File: config.mk
export PLATFORM = sky130hd
export DESIGN_NAME = sdm_ctrl
export DESIGN_NICKNAME = d
export VERILOG_FILES = /design/src/sdm_ctrl.v /design/src/sdm_qualify.v
export VERILOG_INCLUDE_DIRS = /design/src
export SDC_FILE = /design/constraint.sdc
export NUM_CORES = 1
export LEC_CHECK = 0
export BUFFER_PORTS_ARGS = -buffer_cell sky130_fd_sc_hd__buf_2
export CORE_MARGIN = 1
export CORE_UTILIZATION = 44
export CTS_CLUSTER_DIAMETER = 80
export CTS_CLUSTER_SIZE = 30
export DETAILED_ROUTE_END_ITERATION = 8
export HOLD_SLACK_MARGIN = 0.03
export PLACE_DENSITY = 0.87
export REMOVE_ABC_BUFFERS = 1
export SETUP_SLACK_MARGIN = 0.1
export SYNTH_ARGS = -nofsm -noshare
export SYNTH_HDL_FRONTEND = slang
export SYNTH_SLANG_ARGS = --single-unit
File: constraint.sdc
create_clock -name aclk -period 2 [get_ports aclk]
set_input_delay 0.2 -clock aclk [delete_from_list [all_inputs] [get_ports aclk]]
set_output_delay 0.2 -clock aclk [all_outputs]
set_load 0.01 [all_outputs]
File: src/sdm_defines.vh
// Register map, field layout and timing constants of the supply drop monitor
// Summary of operation
// - Threshold code 000 compares the external sense pin against a fixed 1.04V reference
// - Codes 001 to 111 pick supply thresholds 2.2V up to 4.0V
// - Status bit 5 reads 1 while monitored voltage is below threshold
// - Bit 4 turns the detector on when 1, fully off when 0
// - Bit 3 drives the bandgap buffer enable
// - Control bits 7 and 6 always read zero
// - Detector reference is enabled automatically whenever the detector runs
// - Sleep mode forces the detector off regardless of enable
// - Status follows the comparator without hysteresis
// - Request feeds the shared multi-function interrupt
// - Request flag sets after a qualification delay of continuous low voltage, or by a software write of 1
// - In idle with detector enabled, low voltage sets the flag and wakes
// - Any 0 to 1 change of the flag wakes, regardless of enable
`ifndef SDM_DEFINES_VH
`define SDM_DEFINES_VH

// Byte addresses
`define SDM_ADDR_CTRL       8'h00
`define SDM_ADDR_IRQCTL     8'h04
`define SDM_ADDR_EVT_STAT   8'h08
`define SDM_ADDR_EVT_MASK   8'h0c

// Control register fields
`define SDM_CTRL_SEL_LSB    0
`define SDM_CTRL_SEL_MSB    2
`define SDM_CTRL_BGAP_BIT   3
`define SDM_CTRL_ON_BIT     4
`define SDM_CTRL_BELOW_BIT  5
`define SDM_CTRL_RESET      8'h00
`define SDM_SEL_SENSE_PIN   3'h0

// Interrupt control fields
`define SDM_IRQ_FLAG_BIT    0
`define SDM_IRQ_EN_BIT      1
`define SDM_IRQCTL_RESET    2'h0

// Event status bits
`define SDM_EVT_BELOW       0
`define SDM_EVT_FLAG        1
`define SDM_EVT_WAKE        2
`define SDM_EVT_W           3
`define SDM_EVT_RESET       3'h0

// Timing
`define SDM_CLK_MHZ         100
`define SDM_T_QUALIFY_NS    1000
// Qualify time in clock cycles, sized to match the counter width
`define SDM_QUALIFY_CYC     16'd100

// AXI responses
`define SDM_RESP_OKAY       2'h0
`define SDM_RESP_SLVERR     2'h2

`endif

File: src/sdm_ctrl.v
// Supply drop monitor control: AXI4-Lite registers, detector gating, request and wake
`include "sdm_defines.vh"

module sdm_ctrl #(
    parameter ADDR_W   = 8,
    parameter CNT_W    = 16,
    parameter [CNT_W-1:0] QUAL_CYC = `SDM_QUALIFY_CYC
) (
    // Clock and reset
    input  wire              aclk,
    input  wire              aresetn,
    // AXI4-Lite write address
    input  wire [ADDR_W-1:0] s_axi_awaddr,
    input  wire              s_axi_awvalid,
    output reg               s_axi_awready,
    // AXI4-Lite write data
    input  wire [31:0]       s_axi_wdata,
    input  wire [3:0]        s_axi_wstrb,
    input  wire              s_axi_wvalid,
    output reg               s_axi_wready,
    // AXI4-Lite write response
    output reg  [1:0]        s_axi_bresp,
    output reg               s_axi_bvalid,
    input  wire              s_axi_bready,
    // AXI4-Lite read address
    input  wire [ADDR_W-1:0] s_axi_araddr,
    input  wire              s_axi_arvalid,
    output reg               s_axi_arready,
    // AXI4-Lite read data
    output reg  [31:0]       s_axi_rdata,
    output reg  [1:0]        s_axi_rresp,
    output reg               s_axi_rvalid,
    input  wire              s_axi_rready,
    // Power modes
    input  wire              sleep_mode,
    input  wire              idle_mode,
    // Analog comparator side
    input  wire              cmp_below_async,
    output reg               detector_on,
    output reg               reference_on,
    output reg               bandgap_buffer_on,
    output reg  [2:0]        threshold_select,
    output reg               external_sense_pin_sel,
    // Interrupt and wake
    output reg               shared_irq_req,
    output reg               wake_req,
    output reg               irq
);

    ////////////////////////////////////////////////////////////////////////
    // State
    reg  [2:0]           sel_q;
    reg                  on_q;
    reg                  bgap_q;
    reg                  flag_q;
    reg                  irq_en_q;
    reg                  flag_prev_q;
    reg                  below_prev_q;
    reg  [`SDM_EVT_W-1:0] evt_q;
    reg  [`SDM_EVT_W-1:0] mask_q;
    reg                  aw_held_q;
    reg                  w_held_q;
    reg  [ADDR_W-1:0]    awaddr_q;
    reg  [31:0]          wdata_q;
    reg  [3:0]           wstrb_q;

    wire                 below;
    wire                 qualified;
    wire                 active;
    wire                 do_write;
    wire                 do_read;
    wire                 sw_flag_wr;
    wire                 stat_rd;
    wire [`SDM_EVT_W-1:0] evt_set;
    reg  [31:0]          rd_word;
    reg                  rd_hit;
    reg                  wr_hit;

    // Sleep wins over the enable bit
    assign active = on_q & ~sleep_mode;

    ////////////////////////////////////////////////////////////////////////
    // Comparator path
    sdm_qualify #(
        .CNT_W    (CNT_W),
        .QUAL_CYC (QUAL_CYC)
    ) u_qualify (
        .aclk            (aclk),
        .aresetn         (aresetn),
        .cmp_below_async (cmp_below_async),
        .active          (active),
        .below_q         (below),
        .qualified_q     (qualified)
    );

    ////////////////////////////////////////////////////////////////////////
    // Analog controls, all registered
    always @(posedge aclk) begin
        if (!aresetn) begin
            detector_on            <= 1'b0;
            reference_on           <= 1'b0;
            bandgap_buffer_on      <= 1'b0;
            threshold_select       <= `SDM_SEL_SENSE_PIN;
            external_sense_pin_sel <= 1'b1;
        end else begin
            detector_on            <= active;
            reference_on           <= active;
            bandgap_buffer_on      <= bgap_q;
            threshold_select       <= sel_q;
            external_sense_pin_sel <= (sel_q == `SDM_SEL_SENSE_PIN);
        end
    end

    ////////////////////////////////////////////////////////////////////////
    // AXI write channel: address and data taken in either order
    assign do_write = aw_held_q & w_held_q & ~s_axi_bvalid;

    always @(posedge aclk) begin
        if (!aresetn) begin
            aw_held_q     <= 1'b0;
            w_held_q      <= 1'b0;
            s_axi_awready <= 1'b0;
            s_axi_wready  <= 1'b0;
            awaddr_q      <= {ADDR_W{1'b0}};
            wdata_q       <= 32'h0;
            wstrb_q       <= 4'h0;
            s_axi_bvalid  <= 1'b0;
            s_axi_bresp   <= `SDM_RESP_OKAY;
        end else begin
            s_axi_awready <= ~aw_held_q & ~s_axi_awready & s_axi_awvalid;
            s_axi_wready  <= ~w_held_q & ~s_axi_wready & s_axi_wvalid;
            if (s_axi_awvalid & s_axi_awready) begin
                aw_held_q <= 1'b1;
                awaddr_q  <= s_axi_awaddr;
            end
            if (s_axi_wvalid & s_axi_wready) begin
                w_held_q <= 1'b1;
                wdata_q  <= s_axi_wdata;
                wstrb_q  <= s_axi_wstrb;
            end
            if (do_write) begin
                aw_held_q    <= 1'b0;
                w_held_q     <= 1'b0;
                s_axi_bvalid <= 1'b1;
                s_axi_bresp  <= wr_hit ? `SDM_RESP_OKAY : `SDM_RESP_SLVERR;
            end else if (s_axi_bvalid & s_axi_bready) begin
                s_axi_bvalid <= 1'b0;
            end
        end
    end

    always @* begin
        case (awaddr_q)
            `SDM_ADDR_CTRL,
            `SDM_ADDR_IRQCTL,
            `SDM_ADDR_EVT_STAT,
            `SDM_ADDR_EVT_MASK: wr_hit = 1'b1;
            default:            wr_hit = 1'b0;
        endcase
    end

    ////////////////////////////////////////////////////////////////////////
    // Control and interrupt-control registers; only byte lane 0 is stored
    assign sw_flag_wr = do_write & wstrb_q[0] & (awaddr_q == `SDM_ADDR_IRQCTL);

    always @(posedge aclk) begin
        if (!aresetn) begin
            sel_q  <= `SDM_SEL_SENSE_PIN;
            on_q   <= 1'b0;
            bgap_q <= 1'b0;
            mask_q <= `SDM_EVT_RESET;
        end else if (do_write & wstrb_q[0]) begin
            if (awaddr_q == `SDM_ADDR_CTRL) begin
                sel_q  <= wdata_q[`SDM_CTRL_SEL_MSB:`SDM_CTRL_SEL_LSB];
                on_q   <= wdata_q[`SDM_CTRL_ON_BIT];
                bgap_q <= wdata_q[`SDM_CTRL_BGAP_BIT];
            end
            if (awaddr_q == `SDM_ADDR_EVT_MASK) begin
                mask_q <= wdata_q[`SDM_EVT_W-1:0];
            end
        end
    end

    // Request flag: hardware set wins over a software clear in the same cycle
    always @(posedge aclk) begin
        if (!aresetn) begin
            flag_q   <= 1'b0;
            irq_en_q <= 1'b0;
        end else begin
            if (sw_flag_wr) begin
                irq_en_q <= wdata_q[`SDM_IRQ_EN_BIT];
            end
            if (qualified) begin
                flag_q <= 1'b1;
            end else if (sw_flag_wr) begin
                flag_q <= wdata_q[`SDM_IRQ_FLAG_BIT];
            end
        end
    end

    ////////////////////////////////////////////////////////////////////////
    // Shared request and wake; wake ignores the enable bit
    always @(posedge aclk) begin
        if (!aresetn) begin
            flag_prev_q    <= 1'b0;
            below_prev_q   <= 1'b0;
            shared_irq_req <= 1'b0;
            wake_req       <= 1'b0;
        end else begin
            flag_prev_q    <= flag_q;
            below_prev_q   <= below;
            shared_irq_req <= flag_q & irq_en_q;
            wake_req       <= flag_q & ~flag_prev_q;
        end
    end

    ////////////////////////////////////////////////////////////////////////
    // Sticky events, cleared by a read of the status register
    assign evt_set[`SDM_EVT_BELOW] = below & ~below_prev_q;
    assign evt_set[`SDM_EVT_FLAG]  = qualified;
    assign evt_set[`SDM_EVT_WAKE]  = flag_q & ~flag_prev_q;
    assign stat_rd = do_read & (s_axi_araddr == `SDM_ADDR_EVT_STAT);

    always @(posedge aclk) begin
        if (!aresetn) begin
            evt_q <= `SDM_EVT_RESET;
            irq   <= 1'b0;
        end else begin
            evt_q <= (stat_rd ? {`SDM_EVT_W{1'b0}} : evt_q) | evt_set;
            irq   <= |(((stat_rd ? {`SDM_EVT_W{1'b0}} : evt_q) | evt_set) & mask_q);
        end
    end

    ////////////////////////////////////////////////////////////////////////
    // AXI read channel: one read at a time, address sampled at handshake
    assign do_read = s_axi_arvalid & s_axi_arready;

    always @* begin
        rd_word = 32'h0;
        rd_hit  = 1'b1;
        case (s_axi_araddr)
            `SDM_ADDR_CTRL: begin
                // Bits 7 and 6 stay zero
                rd_word[`SDM_CTRL_SEL_MSB:`SDM_CTRL_SEL_LSB] = sel_q;
                rd_word[`SDM_CTRL_BGAP_BIT]  = bgap_q;
                rd_word[`SDM_CTRL_ON_BIT]    = on_q;
                rd_word[`SDM_CTRL_BELOW_BIT] = below;
            end
            `SDM_ADDR_IRQCTL: begin
                rd_word[`SDM_IRQ_FLAG_BIT] = flag_q;
                rd_word[`SDM_IRQ_EN_BIT]   = irq_en_q;
            end
            `SDM_ADDR_EVT_STAT: begin
                rd_word[`SDM_EVT_W-1:0] = evt_q;
            end
            `SDM_ADDR_EVT_MASK: begin
                rd_word[`SDM_EVT_W-1:0] = mask_q;
            end
            default: begin
                rd_hit = 1'b0;
            end
        endcase
    end

    always @(posedge aclk) begin
        if (!aresetn) begin
            s_axi_arready <= 1'b0;
            s_axi_rvalid  <= 1'b0;
            s_axi_rdata   <= 32'h0;
            s_axi_rresp   <= `SDM_RESP_OKAY;
        end else begin
            s_axi_arready <= ~s_axi_arready & ~s_axi_rvalid & s_axi_arvalid;
            if (do_read) begin
                s_axi_rvalid <= 1'b1;
                s_axi_rdata  <= rd_word;
                s_axi_rresp  <= rd_hit ? `SDM_RESP_OKAY : `SDM_RESP_SLVERR;
            end else if (s_axi_rvalid & s_axi_rready) begin
                s_axi_rvalid <= 1'b0;
            end
        end
    end

    // Idle needs no gating: detector keeps running unless sleeping
    wire unused_idle = idle_mode;

endmodule

File: src/sdm_qualify.v
// Comparator synchroniser, gating and qualification delay counter
`include "sdm_defines.vh"

module sdm_qualify #(
    parameter CNT_W   = 16,
    parameter [CNT_W-1:0] QUAL_CYC = `SDM_QUALIFY_CYC
) (
    // Clock and reset
    input  wire             aclk,
    input  wire             aresetn,
    // Comparator and control
    input  wire             cmp_below_async,
    input  wire             active,
    // Results
    output reg              below_q,
    output reg              qualified_q
);

    ////////////////////////////////////////////////////////////////////////
    reg             sync1_q;
    reg             sync2_q;
    reg [CNT_W-1:0] cnt_q;

    // Two stages; first stage read by second only
    always @(posedge aclk) begin
        if (!aresetn) begin
            sync1_q <= 1'b0;
            sync2_q <= 1'b0;
        end else begin
            sync1_q <= cmp_below_async;
            sync2_q <= sync1_q;
        end
    end

    ////////////////////////////////////////////////////////////////////////
    // No hysteresis: status tracks the comparator while active
    always @(posedge aclk) begin
        if (!aresetn) begin
            below_q <= 1'b0;
        end else begin
            below_q <= sync2_q & active;
        end
    end

    // Qualified pulse once below has held for QUAL_CYC cycles
    always @(posedge aclk) begin
        if (!aresetn) begin
            cnt_q       <= {CNT_W{1'b0}};
            qualified_q <= 1'b0;
        end else begin
            qualified_q <= 1'b0;
            if (!below_q) begin
                cnt_q <= {CNT_W{1'b0}};
            end else if (cnt_q < QUAL_CYC) begin
                cnt_q <= cnt_q + 1'b1;
                if (cnt_q == QUAL_CYC - 1'b1) begin
                    qualified_q <= 1'b1;
                end
            end
        end
    end

endmodule

==> flow_summary_export.csv, run 1 <==
group,metric,value,unit
outcome,run_status,"complete, but fails checks",
outcome,violated_checks,"design-rule violations",
route,drtIter0Drc,171,
global_route,maximum_number_of_pins_on_one_net_before_global_route_repair,24,
logic_synthesis,post-synth-top-count-cell,"dfxtp_1",
finish,antenna_cells,0,
worst_hold_path,min_delay_worst_endpoint,"u_qualify.sync1_q",
clocking,clock_sinks,73,
timing,timing.max_slew.rel_slack,59.49,%
logic_synthesis,synth_cell_type_count,41,
finish,finalNetCount,429,
clocking,clk_latency,0.35,ns
timing,finalCritPeriodShare,93.84,%
floorplan,die_width,83.84,um
clocking,clkSlewWorstSetupHoldPaths,0.07,ns
logic_synthesis,synth_ff_type,"dfxtp_1",
setup_path,critPathRequiredTime,2.27,ns
route,drt_drc_violations_left,10,
route,first_pass_iters,7,
setup_path,startpoint_type,"flip-flop",
setup_path,cp_max_fo,8,
finish,synth_to_final_area_change,16.90,%
placed_design,routabilityCongestion,0.7869,
timing,whs,0.05822,ns
floorplan,number_of_rows_created_at_floorplan,29,
clocking,cts-buffers-inserted,9,
logic_synthesis,mappedNetlistArea,2947,sq um
route,routed_via_density,5.121,
setup_path,reg2reg_depth,4,
setup_path,worst_reg_to_reg_setup_slack,0.12,ns
timing,period_minus_slack,1.877,ns
finish,postLayoutCoreUtil,53.63,%
logic_synthesis,ys_ff_latch,73,
clocking,h-tree-depth,3,
placed_design,detailed_place_hpwl,3986,um
placed_design,portBuffers,53,
timing,tightestPinTransition,0.6020,ns
global_route,grt.total_usage,17.30,%
floorplan,die_extent_in_y,83.84,um
route,final_antenna_net_count,0,
global_route,antenna_violations_before_repair,0,
placed_design,preCtsSetupSlack,-0.03710,ns
timing,fin_setup_tns,0,ns
finish,layout-drive-gt1-share,22.10,%
timing,hold_viol,0,
route,via_count,2294,
floorplan,initial_core_util,45.88,%
clocking,cts.path.max_buffers,2,
setup_path,critPathTopFamily,"simple AND/OR/NAND/NOR gates",
floorplan,coreArea,6422,sq um
setup_path,timing.rr.end,"u_qualify.cnt_q[4]",
clocking,clock_root_buffer,"clkbuf_8",
logic_synthesis,syn-instance-count,309,
floorplan,floorplan.die_area,7028,sq um
worst_hold_path,hold_depth,2,
pwr,vdd_ir_drop_max,364.3,uV
setup_path,crit_buf_inv,0,
logic_synthesis,number_of_flops_mapped_to_enable_cells_by_yosys,0,
setup_path,worst_r2r_startpoint,"u_qualify.cnt_q[12]",
clocking,tritoncts,"done",
job,cap_viol_max_count,0,
logic_synthesis,seq_area_frac_synth,49.60,%
timing,setup-violations-final,0,
logic_synthesis,synth_largest_area_cell,"dfxtp_1",
logic_synthesis,syn_area_per_cell,9.536,sq um
route,routedWlPerCell,12.92,um
logic_synthesis,yosys-top-cells-area,"dfxtp_1 50%, buf_4 7.4%, a21boi_0 4.3%",
floorplan,pin_count,113,
pwr,power.static_leakage,1.493,nW
global_route,wire_length_of_the_first_global_routing_pass,9604,um
logic_synthesis,synth.top_cell.area_share,49.60,%
clocking,cts_post_setup_buffers_inserted,0,
global_route,grt_pass1_vias,2166,
setup_path,setup.worst_path.class,"reg2reg",
setup_path,endpoint_kind,"flip-flop",
timing,final_critical_path_setup_slack,0.1232,ns
worst_hold_path,hold_path_startpoint,"cmp_below_async",
worst_hold_path,hp-class,"in2reg",
pwr,power.density,850.0,nW/um^2
timing,report.final.slew_viol_count,0,
setup_path,wp_data_arrival,2.15,ns
timing,maximum_clock_frequency,0.5328,GHz
setup_path,crit_path_max_incr_delay,0.53,ns
setup_path,cp_slowest_cell,"or4_1",
setup_path,timing.critical_path.cells,"nor4_1, o2111ai_2, or4_1, a21oi_1",
global_route,overflow,0,
timing,clock_skew,0.008438,ns
logic_synthesis,ys.warnings.count,0,
route,postRouteWirelength,5788,um
logic_synthesis,netlist_top_cells_count,"73 x dfxtp_1, 31 x nand2_1, 29 x buf_4",
logic_synthesis,async_reset_ff_share,0,%
-- stage by stage --
step	total power [mW]	cell area (sq um)	std cells
floorplan	1.584	2778	293
global placement	1.657	3199	431
detailed placement	1.662	3199	431
CTS	2.936	3438	448
global route	3.014	3445	448
finish	2.928	3445	448
-- registers in the layout, summed over array words and instances (netlist names), 3 cells and up --
register and count:
awaddr_q 8, evt_q 3, mask_q 3, s_axi_rdata 6, sel_q 3, threshold_select 3, u_qualify.cnt_q 16, wdata_q 5
-- kinds of logic after synthesis --
kind of cell    after synthesis  share of synthesized area [%]
fa+ha+maj                     1                         0.4246
mux                          13                          5.265
buf+inv                      47                          9.681
xor+xnor                      1                         0.2973
compound gates               48                          11.30
simple gates                125                          23.31
flops                        73                          49.60
other cells                   1                         0.1273
-- how the worst max path moves through the flow --
stage / startpoint / endpoint / slack [ns] / cells after the start
floorplan: s_axi_araddr[7] / irq / 0.10 / 4
global placement: s_axi_araddr[7] / irq / -0.02 / 5
detailed placement: s_axi_araddr[7] / irq / -0.04 / 5
CTS: u_qualify.cnt_q[12] / u_qualify.cnt_q[4] / 0.22 / 4
global route: u_qualify.cnt_q[12] / u_qualify.cnt_q[4] / -0.02 / 4
finish: u_qualify.cnt_q[12] / u_qualify.cnt_q[4] / 0.12 / 4
-- layer usage --
layer / vias up / GRT usage, % / part of all wire [%]
met3: 13 / 3.660 / 4.8
met1: 1080 / 19.06 / 40
met2: 67 / 30.25 / 53
met4: 0 / 10.82 / 2.4
li1: 1134 / - / -
met5: - / 0 / 0
-- placed cells by master (no fill, tap or decap), types with 11 or more instances in the layout --
cell / netlist / final
a21oi_1: 11 / 11
conb_1: 1 / 28
and3_1: 11 / 11
buf_2: 0 / 53
clkbuf_8: 0 / 11
dfxtp_1: 73 / 73
a21boi_0: 17 / 17
nor2b_1: 18 / 18
nand3_1: 17 / 17
nand2_1: 31 / 31
mux2i_1: 11 / 11
-- where the power goes --
group          internal [mW]  switching, mW
sequential              1.47         0.0189
combinational         0.0572         0.0843
clock                  0.766          0.530
total                   2.29          0.634
-- area by class of cell --
type                    instances  area (sq um)
well taps                      77         96.34
fillers                       567          2978
clock inverters                 5         77.57
flip-flops and latches         73          1461
clock buffers                  11         151.4
inverters                       4         15.01
multi-input cells             216          1308
repair buffers                 62         335.3
-- repair_timing --
item                                    4_1_cts  5_1_grt
hold buffers                                  1        0
resized for setup                             0        1
endpoints found under the setup margin        0        2
endpoints found under the hold margin         1        0
Power figures use the tool's default switching activity.
==> inputs of run 2 (changes only) <==
CORE_UTILIZATION = 42   (was 44)
PLACE_DENSITY = 0.84   (was 0.87)
==> flow_summary_export.csv, run 2 (synthesis gave the netlist of run 1 again) <==
group,metric,value,unit
outcome,run_status,"completed",
job,cap_viol_max_count,0,
timing,timing.max_slew.rel_slack,58.54,%
global_route,grt_pass1_vias,2058,
clocking,cts-buffers-inserted,9,
placed_design,portBuffers,53,
timing,tightestPinTransition,0.6163,ns
global_route,wire_length_of_the_first_global_routing_pass,9308,um
clocking,clock_sinks,73,
route,drt_drc_violations_left,0,
global_route,overflow,0,
clocking,tritoncts,"done",
finish,finalNetCount,430,
floorplan,number_of_rows_created_at_floorplan,30,
finish,largest_reg_by_ff_count,"u_qualify.cnt_q",
timing,maximum_clock_frequency,0.5744,GHz
setup_path,startpoint_type,"flip-flop",
timing,finalCritPeriodShare,87.05,%
setup_path,wp_data_arrival,2.02,ns
global_route,grt.total_usage,16.32,%
finish,synth_to_final_area_change,16.82,%
finish,layout-drive-gt1-share,21.83,%
placed_design,detailed_place_hpwl,4063,um
timing,hold_viol,0,
pwr,power.static_leakage,1.486,nW
route,routedWlPerCell,12.16,um
timing,report.final.slew_viol_count,0,
setup_path,endpoint_kind,"flip-flop",
setup_path,cp_max_fo,8,
route,via_count,2293,
clocking,clk_latency,0.34,ns
timing,whs,0.06503,ns
worst_hold_path,hp-class,"in2reg",
timing,setup-violations-final,0,
route,first_pass_iters,4,
floorplan,initial_core_util,43.37,%
pwr,power.density,803.6,nW/um^2
placed_design,place_inst,451,
clocking,clock_root_buffer,"clkbuf_8",
floorplan,pin_count,113,
finish,largest_register_ffs,16,
clocking,h-tree-depth,3,
clocking,cts.path.max_buffers,2,
floorplan,die_extent_in_y,85.76,um
timing,rsz0062_at_grt,"no",
timing,period_minus_slack,1.741,ns
floorplan,die_width,85.76,um
route,routed_via_density,4.910,
route,final_antenna_net_count,0,
finish,mostFrequentLayoutCells,"73 x dfxtp_1, 53 x buf_2, 31 x nand2_1",
clocking,cts_post_setup_buffers_inserted,0,
finish,antenna_cells,0,
route,drtIter0Drc,108,
floorplan,coreArea,6794,sq um
global_route,maximum_number_of_pins_on_one_net_before_global_route_repair,26,
finish,most_common_library_cell_in_the_layout_ignoring_fill_and_taps,"dfxtp_1",
setup_path,critPathRequiredTime,2.28,ns
setup_path,setup.worst_path.class,"reg2reg",
timing,clock_skew,0.005671,ns
clocking,clkSlewWorstSetupHoldPaths,0.07,ns
floorplan,floorplan.die_area,7355,sq um
global_route,antenna_violations_before_repair,0,
placed_design,routabilityCongestion,0.8105,
pwr,vdd_ir_drop_max,287.4,uV
finish,final_instance_count_without_filler_cells,467,
route,postRouteWirelength,5679,um
finish,reg.largest.list,"u_qualify.cnt_q (16), awaddr_q (8), s_axi_rdata (6)",
## run 2: power by group
group | switching, mW | internal, mW
sequential | 0.0185 | 1.47
clock | 0.501 | 0.634
combinational | 0.0840 | 0.0573
total | 0.604 | 2.16
## run 2: worst max-delay path, cell delays in order, from the launching register on
cell and delay, ns:
dfxtp_1 0.35, nor3_1 0.37, o2111ai_2 0.25, or4_1 0.56
a21oi_1 0.15
## run 2: final timing paths
| check | end | cells past startpoint | from | slack (ns) |
|---|---|---|---|---|
| worst max-delay path | u_qualify.cnt_q[5] | 4 | u_qualify.cnt_q[2] | 0.26 |
| worst min-delay path | u_qualify.sync1_q | 2 | cmp_below_async | 0.07 |
| worst max register to register | u_qualify.cnt_q[5] | 4 | u_qualify.cnt_q[2] | 0.26 |
| worst min register to register | u_qualify.below_q | 1 | u_qualify.sync2_q | 0.44 |
## run 2: area by class of cell
type	instances	area (sq um)
well taps	96	120.1
repair buffers	63	342.8
fillers	640	3352
flip-flops and latches	73	1461
inverters	4	15.01
clock buffers	12	155.1
clock inverters	3	40.04
multi-input cells	216	1308
## run 2: per-stage QoR
| stage | cell area (sq um) | power, mW | setup slack, ns | util [%] | TNS [ns] |
|---|---|---|---|---|---|
| 2_1_floorplan | 2778 | 1.584 | 0.1046 | - | 0 |
| 3_3_place_gp | 3231 | 1.657 | -0.01637 | 47.55 | -0.01637 |
| 3_5_place_dp | 3231 | 1.662 | -0.01818 | 47.55 | -0.01818 |
| 4_1_cts | 3436 | 2.790 | 0.1817 | 50.57 | 0 |
| 5_1_grt | 3442 | 2.870 | 0.1293 | 50.66 | 0 |
| 6_report | 3442 | 2.766 | 0.2590 | 50.66 | 0 |
## run 2: metal layers
layer	share of wire, %	wire [um]	track usage, %
met5	0	0	0
met4	2.2	125	10.00
met3	3.7	209	2.695
met2	52	2966	28.29
met1	42	2379	18.86
## run 2: timing repair
| item | CTS | global route |
|---|---|---|
| endpoints found under the hold margin | 1 | 0 |
| gates resized for setup | 0 | 1 |
| hold buffers | 1 | 0 |
| endpoints found under the setup margin | 0 | 2 |
